--- config.mk ---
export PLATFORM = sky130hd
export DESIGN_NAME = scan_ctrl_regs
export DESIGN_NICKNAME = d
export VERILOG_FILES = /design/src/pkg/scan_pkg.sv /design/src/pkg/axis_if.sv /design/src/verilog/axis_interp.sv /design/src/verilog/scan_ctrl_regs.sv
export SDC_FILE = /design/constraint.sdc
export NUM_CORES = 1
export LEC_CHECK = 0
export BUFFER_PORTS_ARGS = -buffer_cell sky130_fd_sc_hd__buf_4
export CORE_MARGIN = 4
export CORE_UTILIZATION = 62
export DETAILED_ROUTE_END_ITERATION = 7
export PLACE_DENSITY = 0.83
export SLEW_MARGIN = 10
export SYNTH_ARGS = -nofsm -noshare
export SYNTH_HDL_FRONTEND = slang
export SYNTH_SLANG_ARGS = --single-unit
--- constraint.sdc ---
create_clock -name sys_clk -period 4.86 [get_ports sys_clk]
set_input_delay 0.972 -clock sys_clk [delete_from_list [all_inputs] [get_ports sys_clk]]
set_output_delay 0.972 -clock sys_clk [all_outputs]
set_load 0.01 [all_outputs]
--- src/pkg/scan_pkg.sv ---
package scan_pkg;

	// ****************************************************************
	// widths and counts
	// ****************************************************************
	localparam int DATA_W     = 32;
	localparam int POS_W      = 24;
	localparam int ADDR_W     = 8;
	localparam int BE_W       = 4;
	localparam int AXES       = 3;
	localparam int CHAN_COUNT = 4;

	// ****************************************************************
	// register map (byte addresses)
	// ****************************************************************
	localparam logic [7:0] OFS_CONTROL   = 8'h00;
	localparam logic [7:0] OFS_KEY       = 8'h04;
	localparam logic [7:0] OFS_STATUS    = 8'h08;
	localparam logic [7:0] OFS_CMD_BASE  = 8'h10;
	localparam logic [7:0] OFS_COMP_BASE = 8'h14;
	localparam logic [7:0] CHAN_STRIDE   = 8'h08;

	// ****************************************************************
	// control fields
	// ****************************************************************
	localparam int BIT_SEND_EN  = 19;
	localparam int BIT_PARITY   = 18;
	localparam int BIT_CLK_SEL  = 17;
	localparam int BIT_SYNC     = 16;
	localparam int FMT_HI       = 15;
	localparam int FMT_LO       = 14;
	localparam int TYPE_HI      = 15;
	localparam int TYPE_LO      = 13;
	localparam int BIT_EDGE     = 12;
	localparam int BIT_TX_VALID = 11;
	localparam int POS_LSB      = 8;

	localparam logic [31:0] CTRL_MASK_A = 32'h000F_C000;
	localparam logic [31:0] CTRL_MASK_B = 32'h000B_F800;
	localparam logic [31:0] DATA_MASK   = 32'hFFFF_FF00;
	localparam logic [31:0] RESET_VALUE = 32'h0000_0000;

	localparam logic [1:0] FMT_16 = 2'h0;
	localparam logic [1:0] FMT_18 = 2'h1;
	localparam logic [1:0] FMT_20 = 2'h2;
	localparam logic [23:0] MASK_16 = 24'h00_FFFF;
	localparam logic [23:0] MASK_18 = 24'h03_FFFF;
	localparam logic [23:0] MASK_20 = 24'h0F_FFFF;
	localparam logic [23:0] MASK_24 = 24'hFF_FFFF;

	localparam logic [2:0] TYPE_POS = 3'h1;
	localparam logic [2:0] TYPE_CMD = 3'h7;

	// ****************************************************************
	// status fields
	// ****************************************************************
	localparam int STAT_UNLOCKED = 0;
	localparam int STAT_SENDING  = 1;
	localparam int STAT_VARIANT  = 2;

	// ****************************************************************
	// timing
	// ****************************************************************
	localparam int CLK_NS      = 50;
	localparam int TICK_NS     = 10000;
	localparam int TICK_CYCLES = TICK_NS / CLK_NS;
	localparam logic [7:0] TICK_LAST = 8'(TICK_CYCLES - 1);
	localparam int INTERP_SHIFT = 3;
	localparam logic [3:0] INTERP_STEPS = 4'h8;

	typedef enum logic {BUS_IDLE, BUS_ANSWER} bus_state_t;

endpackage

--- src/pkg/axis_if.sv ---
`timescale 1ns/1ps
interface axis_if;
	import scan_pkg::*;
	logic                    tick;
	logic                    load;
	logic signed [POS_W-1:0] target;
	logic signed [POS_W-1:0] comp;
	logic signed [POS_W-1:0] sum;

	modport ctrl (output tick, output load, output target, output comp,
		input sum);
	modport axis (input tick, input load, input target, input comp,
		output sum);
endinterface

--- src/verilog/axis_interp.sv ---
`timescale 1ns/1ps
module axis_interp
	import scan_pkg::*;
(
	input  wire logic sys_clk,
	input  wire logic reset,
	axis_if.axis      link
);
	logic signed [POS_W-1:0] cur_reg;
	logic signed [POS_W-1:0] goal_reg;
	logic signed [POS_W-1:0] step_reg;
	logic        [3:0]       remain_reg;
	logic signed [POS_W:0]   diff;
	logic signed [POS_W:0]   diff_shift;

	// one extra bit so a full-range move cannot wrap before the shift
	assign diff       = {link.target[POS_W-1], link.target}
		- {cur_reg[POS_W-1], cur_reg};
	assign diff_shift = diff >>> INTERP_SHIFT;

	// interpolated point is held; offset is added only on the way out
	assign link.sum = cur_reg + link.comp;

	always_ff @(posedge sys_clk) begin
		if (reset) begin
			cur_reg    <= '0;
			goal_reg   <= '0;
			step_reg   <= '0;
			remain_reg <= '0;
		end else if (link.load) begin
			goal_reg   <= link.target;
			step_reg   <= diff_shift[POS_W-1:0];
			remain_reg <= INTERP_STEPS;
		end else if (link.tick && remain_reg != 4'h0) begin
			remain_reg <= remain_reg - 4'h1;
			// last step lands exactly on the goal, no shift residue
			cur_reg <= (remain_reg == 4'h1) ? goal_reg
				: cur_reg + step_reg;
		end
	end
endmodule

--- src/verilog/scan_ctrl_regs.sv ---
// What this block does
// - the control register only takes a write right after the key.
// - control bit 19 low stops all sending, high lets words go out.
// - in variant A bit 18 picks even (0) or odd (1) sent parity.
// - bit 17 picks the servo (0) or phase (1) clock as reference.
// - bit 16 picks asynchronous (0) or synchronous (1) interpolation.
// - in variant A bits 15..14 pick 16, 18 or 20 bit positions.
// - in variant B bits 15..13 mark a position (001) or command (111).
// - in variant B bit 12 picks falling (0) or rising (1) clock edge.
// - in variant B bit 11 marks the sent data valid or disabled.
// - channels 0, 1, 2 hold the X, Y, Z axes and channel 3 is empty.
// - in variant A the position lives in bits 31..8, low byte zero.
// - in variant B bits 31..8 are a position or a raw command.
// - each axis has a signed offset added to its interpolated point.
// - the interpolated point refreshes every 10 us before offset.
//
// Added by the designer: the Avalon-MM interface to the registers and the address map.
`timescale 1ns/1ps
module scan_ctrl_regs
	import scan_pkg::*;
#(
	parameter logic              VARIANT_B  = 1'b0,
	// arbitrary unlock value
	parameter logic [DATA_W-1:0] UNLOCK_KEY = 32'h0000_5A3C
)(
	input  wire logic              sys_clk,
	input  wire logic              reset,
	input  wire logic [ADDR_W-1:0] avs_address,
	input  wire logic              avs_read,
	input  wire logic              avs_write,
	input  wire logic [DATA_W-1:0] avs_writedata,
	input  wire logic [BE_W-1:0]   avs_byteenable,
	output logic      [DATA_W-1:0] avs_readdata,
	output logic                   avs_waitrequest,
	input  wire logic              servo_clk,
	input  wire logic              phase_clk,
	output logic                   tx_strobe,
	output logic                   tx_valid,
	output logic      [2:0]        tx_type,
	output logic      [AXES-1:0]   tx_parity,
	output logic      [POS_W-1:0]  tx_x_data,
	output logic      [POS_W-1:0]  tx_y_data,
	output logic      [POS_W-1:0]  tx_z_data
);

	// ****************************************************************
	// bus slave
	// ****************************************************************
	bus_state_t        bus_state_reg;
	bus_state_t        bus_state_next;
	logic              wait_reg;
	logic [DATA_W-1:0] rdata_reg;
	logic [DATA_W-1:0] rdata_next;
	logic [DATA_W-1:0] ctrl_reg;
	logic              unlock_reg;
	logic [DATA_W-1:0] be_mask;
	logic [DATA_W-1:0] status_word;
	logic [DATA_W-1:0] rd_terms [AXES];
	logic [AXES-1:0]   cmd_wr;

	wire req     = avs_read || avs_write;
	wire accept  = (bus_state_reg == BUS_ANSWER);
	wire wr_fire = accept && avs_write;
	wire hit_ctl = (avs_address == OFS_CONTROL);
	wire hit_key = (avs_address == OFS_KEY);
	wire hit_sts = (avs_address == OFS_STATUS);

	genvar b;
	generate
		for (b = 0; b < BE_W; b++) begin : g_be
			assign be_mask[b*8 +: 8] = {8{avs_byteenable[b]}};
		end
	endgenerate

	wire [DATA_W-1:0] wr_ctl  = (ctrl_reg & ~be_mask)
		| (avs_writedata & be_mask);
	wire [DATA_W-1:0] ctl_msk = VARIANT_B ? CTRL_MASK_B : CTRL_MASK_A;
	wire key_ok = (avs_writedata == UNLOCK_KEY) && (&avs_byteenable);

	always_comb begin
		bus_state_next = BUS_IDLE;
		if (bus_state_reg == BUS_IDLE && req) begin
			bus_state_next = BUS_ANSWER;
		end
	end

	// a request is answered one edge after it is seen
	always_comb begin
		rdata_next = '0;
		if (hit_ctl) begin
			rdata_next = ctrl_reg;
		end else if (hit_sts) begin
			rdata_next = status_word;
		end
		for (int i = 0; i < AXES; i++) begin
			rdata_next = rdata_next | rd_terms[i];
		end
	end

	always_ff @(posedge sys_clk) begin
		if (reset) begin
			bus_state_reg <= BUS_IDLE;
			wait_reg      <= 1'b1;
			rdata_reg     <= '0;
		end else begin
			bus_state_reg <= bus_state_next;
			wait_reg      <= (bus_state_next != BUS_ANSWER);
			rdata_reg     <= rdata_next;
		end
	end

	assign avs_waitrequest = wait_reg;
	assign avs_readdata    = rdata_reg;

	// ****************************************************************
	// key and control register
	// ****************************************************************
	always_ff @(posedge sys_clk) begin
		if (reset) begin
			unlock_reg <= 1'b0;
			ctrl_reg   <= RESET_VALUE;
		end else if (wr_fire && hit_key) begin
			unlock_reg <= key_ok;
		end else if (wr_fire && hit_ctl) begin
			// one key opens exactly one control write
			unlock_reg <= 1'b0;
			if (unlock_reg) begin
				ctrl_reg <= wr_ctl & ctl_msk;
			end
		end
	end

	wire       send_en  = ctrl_reg[BIT_SEND_EN];
	wire       par_odd  = !VARIANT_B && ctrl_reg[BIT_PARITY];
	wire       clk_sel  = ctrl_reg[BIT_CLK_SEL];
	wire       sync_md  = ctrl_reg[BIT_SYNC];
	wire [1:0] fmt_sel  = ctrl_reg[FMT_HI:FMT_LO];
	wire [2:0] type_sel = ctrl_reg[TYPE_HI:TYPE_LO];
	wire       edge_sel = !VARIANT_B || ctrl_reg[BIT_EDGE];
	wire       raw_cmd  = VARIANT_B && (type_sel == TYPE_CMD);

	assign status_word = {{(DATA_W-3){1'b0}}, VARIANT_B, send_en,
		unlock_reg};

	// ****************************************************************
	// timing reference and 10 us refresh
	// ****************************************************************
	logic       ref_prev_reg;
	logic [7:0] tick_cnt_reg;
	logic       tick_reg;

	// servo and phase clocks arrive synchronous to sys_clk
	wire ref_lvl  = clk_sel ? phase_clk : servo_clk;
	wire ref_rise = ref_lvl && !ref_prev_reg;
	wire ref_fall = !ref_lvl && ref_prev_reg;
	wire ref_edge = edge_sel ? ref_rise : ref_fall;

	always_ff @(posedge sys_clk) begin
		if (reset) begin
			ref_prev_reg <= 1'b0;
			tick_cnt_reg <= '0;
			tick_reg     <= 1'b0;
		end else begin
			ref_prev_reg <= ref_lvl;
			tick_reg     <= (tick_cnt_reg == TICK_LAST);
			tick_cnt_reg <= (tick_cnt_reg == TICK_LAST) ? 8'h00
				: tick_cnt_reg + 8'h01;
		end
	end

	// synchronous mode takes new targets on the reference edge only,
	// asynchronous mode at the next refresh tick
	wire load_evt = sync_md ? ref_edge : tick_reg;

	// ****************************************************************
	// per axis command and offset registers
	// ****************************************************************
	axis_if link [AXES] ();
	logic [POS_W-1:0] word [AXES];

	wire [23:0] fmt_mask = VARIANT_B ? MASK_24
		: (fmt_sel == FMT_18) ? MASK_18
		: (fmt_sel == FMT_20) ? MASK_20
		: MASK_16;

	genvar a;
	generate
		for (a = 0; a < AXES; a++) begin : g_axis
			logic [DATA_W-1:0] cmd_reg;
			logic [DATA_W-1:0] comp_reg;
			logic              dirty_reg;
			wire [7:0] cmd_ofs  = OFS_CMD_BASE + 8'(a) * CHAN_STRIDE;
			wire [7:0] comp_ofs = OFS_COMP_BASE + 8'(a) * CHAN_STRIDE;
			wire hit_cmd  = (avs_address == cmd_ofs);
			wire hit_comp = (avs_address == comp_ofs);
			wire [DATA_W-1:0] wr_cmd  = (cmd_reg & ~be_mask)
				| (avs_writedata & be_mask);
			wire [DATA_W-1:0] wr_comp = (comp_reg & ~be_mask)
				| (avs_writedata & be_mask);

			assign cmd_wr[a] = wr_fire && hit_cmd;

			always_ff @(posedge sys_clk) begin
				if (reset) begin
					cmd_reg   <= RESET_VALUE;
					comp_reg  <= RESET_VALUE;
					dirty_reg <= 1'b0;
				end else begin
					if (cmd_wr[a]) begin
						cmd_reg <= wr_cmd & DATA_MASK;
					end
					if (wr_fire && hit_comp) begin
						comp_reg <= wr_comp & DATA_MASK;
					end
					// a write in the load cycle keeps the flag set
					if (cmd_wr[a]) begin
						dirty_reg <= 1'b1;
					end else if (load_evt) begin
						dirty_reg <= 1'b0;
					end
				end
			end

			assign rd_terms[a] = hit_cmd ? cmd_reg
				: hit_comp ? comp_reg : '0;

			assign link[a].tick   = tick_reg;
			assign link[a].load   = load_evt && dirty_reg && !raw_cmd;
			assign link[a].target = cmd_reg[DATA_W-1:POS_LSB];
			assign link[a].comp   = comp_reg[DATA_W-1:POS_LSB];

			// a control command bypasses interpolation and offset
			assign word[a] = (raw_cmd ? cmd_reg[DATA_W-1:POS_LSB]
				: link[a].sum) & fmt_mask;

			axis_interp u_interp (
				.sys_clk (sys_clk),
				.reset   (reset),
				.link    (link[a])
			);
		end
	endgenerate

	// ****************************************************************
	// words toward the scanner
	// ****************************************************************
	logic             strobe_reg;
	logic             valid_reg;
	logic [2:0]       type_reg;
	logic [AXES-1:0]  par_reg;
	logic [POS_W-1:0] x_reg;
	logic [POS_W-1:0] y_reg;
	logic [POS_W-1:0] z_reg;

	wire [AXES-1:0] par_next = {^word[2] ^ par_odd, ^word[1] ^ par_odd,
		^word[0] ^ par_odd};

	always_ff @(posedge sys_clk) begin
		if (reset) begin
			strobe_reg <= 1'b0;
			valid_reg  <= 1'b0;
			type_reg   <= '0;
			par_reg    <= '0;
			x_reg      <= '0;
			y_reg      <= '0;
			z_reg      <= '0;
		end else begin
			strobe_reg <= tick_reg && send_en;
			valid_reg  <= send_en
				&& (!VARIANT_B || ctrl_reg[BIT_TX_VALID]);
			if (tick_reg && send_en) begin
				type_reg <= VARIANT_B ? type_sel : 3'h0;
				par_reg  <= par_next;
				x_reg    <= word[0];
				y_reg    <= word[1];
				z_reg    <= word[2];
			end
		end
	end

	assign tx_strobe = strobe_reg;
	assign tx_valid  = valid_reg;
	assign tx_type   = type_reg;
	assign tx_parity = par_reg;
	assign tx_x_data = x_reg;
	assign tx_y_data = y_reg;
	assign tx_z_data = z_reg;

	// ****************************************************************
	// checks
	// ****************************************************************
	// the next tick lands exactly one refresh period after the last
	localparam int tick_gap = TICK_CYCLES - 1;
endmodule

==> summary.txt <==
Synth
  • Ys async rst share: 0%
  • Simple-gate share of the synthesized area: 18.88%
  • Synth area leader: dfxtp_1
  • Synth top area share: 36.00%
  • Post-synthesis mux area share: 0.6060%
  • Synth Area in XOR/XNOR: 7.408%
  • Top_reg_cell synth: dfxtp_1
  • Netlist cell types: 82
  • Avg Cell Area, Syn: 7.894 sq um
  • Synthesized flop and latch total: 479
  • YS warnings: 0
  • EDFF count, synth: 0
  • Largest cells by area after synthesis: dfxtp_1 (36%), ha_1 (9.5%), nand2_1 (9.2%)
  • Sequential share of the synthesized area: 36.00%
  • Cell Area, Synth: 26640 sq um
  • Cells after synthesis: 3374
  • Synth Area in Compound Gates: 22.08%
  • Largest family of logic cells by synthesized area: compound AO/OA/AOI/OAI gates
  • Adder-Cell Fraction of Synth Area: 9.987%

Clock tree
  • Postcts setup bufs: 0
  • Total CTS buffers: 51
  • H-tree levels: 2
  • CTS Buffer Depth: 3
  • CTS root buf: clkbuf_16
  • CTS clk-pin slew, worst paths: 0.06 ns
  • Clock sinks: 479
  • Latest clock arrival within the worst-skew pair: 0.61 ns
  • Post-cts resize count: 0
  • CTS tree: done
  • Hold buffers post-CTS: 0

Setup path
  • Critical path, cell by cell: ha_1 > a21o_1 > a21oi_1 > o21ai_0 > a21oi_1 > o21ai_0 > a21oi_1 > o21ai_1 > a311o_1 > a41o_1 > o21a_1 > o21ai_1 > a21oi_1 > xor2_1 > mux2i_1 > a2111oi_0
  • CP Launch Type: flip-flop
  • Slowest-stage cell, CP: a311o_1
  • Crit path capture type: flip-flop
  • Worst EP arrival: 4.70 ns
  • Most frequent cell on the critical path: a21oi_1
  • Crit path kind: flip-flop to flip-flop
  • Required @ worst endpoint: 5.31 ns
  • Worst path max stage delay: 0.47 ns
  • CP Max Fanout: 4

Global route
  • First-pass GRT wire length: 129400 um
  • Global Route met3 Usage: 5.890%
  • Met1 Use GR: 45.30%
  • All-Layer GR Usage: 34.21%
  • Vias in the first global route: 23800
  • GRT met2 Usage: 53.87%
  • Largest net degree at the start of global routing: 198
  • Grt total ovfl: 0
  • GRT busiest layer: met2
  • Initial antenna violation count: 2

Power and ir drop
  • P_sw: 1.816 mW
  • Sequential share of power: 48.0%
  • Peak supply drop: 0.3004 mV
  • Lkg Pwr: 11.70 nW
  • P_int: 6.380 mW
  • Comb pwr share: 2.4%
  • PwrDens: 275.8 nW/um^2
  • Clk pwr share: 49.6%
  • Sw Ratio: 22.16%

Route
  • Total wire length: 82310 um
  • DRT iter0 DRCs: 2797
  • Drt pass-1 iters: 6
  • ANT nets after route: 0
  • Vias: 25120
  • Drt drc: 0
  • Avg Vias per Cell: 6.274
  • Drt wl/cell: 20.56 um

Floorplan
  • Die height: 215.3 um
  • Die Wd: 215.3 um
  • Die Area: 46340 sq um
  • I/O pin count: 163
  • Cell Rows: 75
  • Placeable Area: 42230 sq um
  • Starting Density: 63.08%

Timing
  • Max-slew violation count: 0
  • Skew final: 0.01634 ns
  • Fin Hold WS: 0.4547 ns
  • Max Fclk: 0.2352 GHz
  • Min Tclk post-route: 4.251 ns
  • Setup TNS Final: 0 ns
  • Worst-margin pin slew: 1.203 ns
  • RSZ-0062 raised after global routing: no
  • Final Setup Violations: 0
  • Relative slew slack: 19.16%
  • Tcrit/Tclk final: 87.48%
  • Final Hold Fails: 0

Worst hold path
  • HP Class: flip-flop to flip-flop

Layout
  • Layout cells sized above 1: 8.600%
  • Fin cells: 4004
  • Nets: 3687
  • Area growth from synthesis to layout: 11.56%
  • N_diodes: 0

Place
  • Placed Cells: 3914
  • Gpl congestion: 0.9771
  • HPWL after detailed placement: 59800 um
  • Port bufs: 141

Run
  • Maxcap violations: 0

Status
  • Status: finished, final reports clean
-- power groups by stage --
stage                     combinational (mW)  sequential, mW  clock, mW
final                                  0.199            3.94       4.06
after global placement                 0.189            4.02          0
after detailed placement               0.192            4.02          0
after floorplan                        0.110            4.02          0
after CTS                              0.193            3.93       4.08
after global routing                   0.207            3.93       4.26
-- layout make-up --
class                      count  area [sq um]
fill                        3347         12510
sequential                   479          9589
inverter                     137         514.2
tap                          539         674.4
clock inverter                19         244.0
clock buffer                  71          1491
multi-input combinational   2582         15840
timing repair buffer         177          1361
-- synthesized netlist by cell type, types with 7 or more instances --
master and number:
xor2_1 69, a21boi_0 11, mux2i_1 15, ha_1 203, a211oi_1 91, nand2_1 650
nor4b_1 7, o21ai_1 7, buf_4 21, xnor2_1 137, or3_1 11, a31oi_1 35
o21ai_0 90, a311oi_1 7, buf_1 16, and2_1 15, nor4_1 16, clkbuf_1 157
a221oi_1 12, and3_1 21, nor2_1 198, o21a_1 25, nor3_1 54, a22oi_1 69
nand3_1 109, o21bai_1 21, inv_1 136, nand2b_1 22, dfxtp_1 479, nor2b_1 29
a21o_1 58, o211ai_1 8, nand4_1 12, a21oi_1 454
-- stage by stage --
step	total power, mW	setup slack [ns]	utilization [%]	cell area, sq um
after floorplan	4.131	1.327	-	26710
after global placement	4.210	0.9368	66.24	27970
after detailed placement	4.214	0.7467	66.24	27970
after CTS	8.212	0.6990	70.35	29710
after global routing	8.397	0.3243	70.37	29710
final	8.196	0.6087	70.37	29710
-- per-layer routing --
layer,vias to the layer above,routed length (um)
met3,253,7540
met5,-,20
met4,2,4683
met2,1279,36790
met1,11730,33280
li1,11860,-
-- worst max-delay path, delay by kind of cell (launching register included) --
family                   cells  cell delay, ns
adder cells (fa/ha/maj)      1            0.26
multiplexers                 1            0.12
XOR/XNOR                     1            0.16
AO/OA/AOI/OAI               13            3.17
flip-flops                   1            0.41
-- logic make-up after synthesis --
family,after synthesis
xor gates and xnor gates,214
adders and majority gates,209
AOI/OAI and AO/OA,954
and+or+nand+nor,1168
muxes,16
other,1
DFF,479
buffers and inverters,333
-- cells in the final DEF, fill, tap and decap left out, types with 91 or more instances in the layout --
| master | count |
|---|---|
| nand2_1 | 648 |
| xnor2_1 | 137 |
| buf_4 | 174 |
| dfxtp_1 | 479 |
| nor2_1 | 196 |
| ha_1 | 203 |
| inv_1 | 136 |
| a211oi_1 | 91 |
| a21oi_1 | 454 |
| nand3_1 | 109 |
-- path summary, 6_finish.rpt --
path                                                                  from                                           to  slack [ns]  depth (start not counted)
worst min-delay path                                             flip-flop                                    flip-flop        0.45                          2
worst max register to register  g_axis[1].u_interp.cur_reg[1]$_SDFFE_PP0P_  g_axis[1].u_interp.cur_reg[23]$_SDFFE_PP0P_        0.61                         16
worst max-delay path            g_axis[1].u_interp.cur_reg[1]$_SDFFE_PP0P_  g_axis[1].u_interp.cur_reg[23]$_SDFFE_PP0P_        0.61                         16
worst min register to register                                   flip-flop                                    flip-flop        0.45                          2
Note: power is estimated with default switching activity, not from simulation.
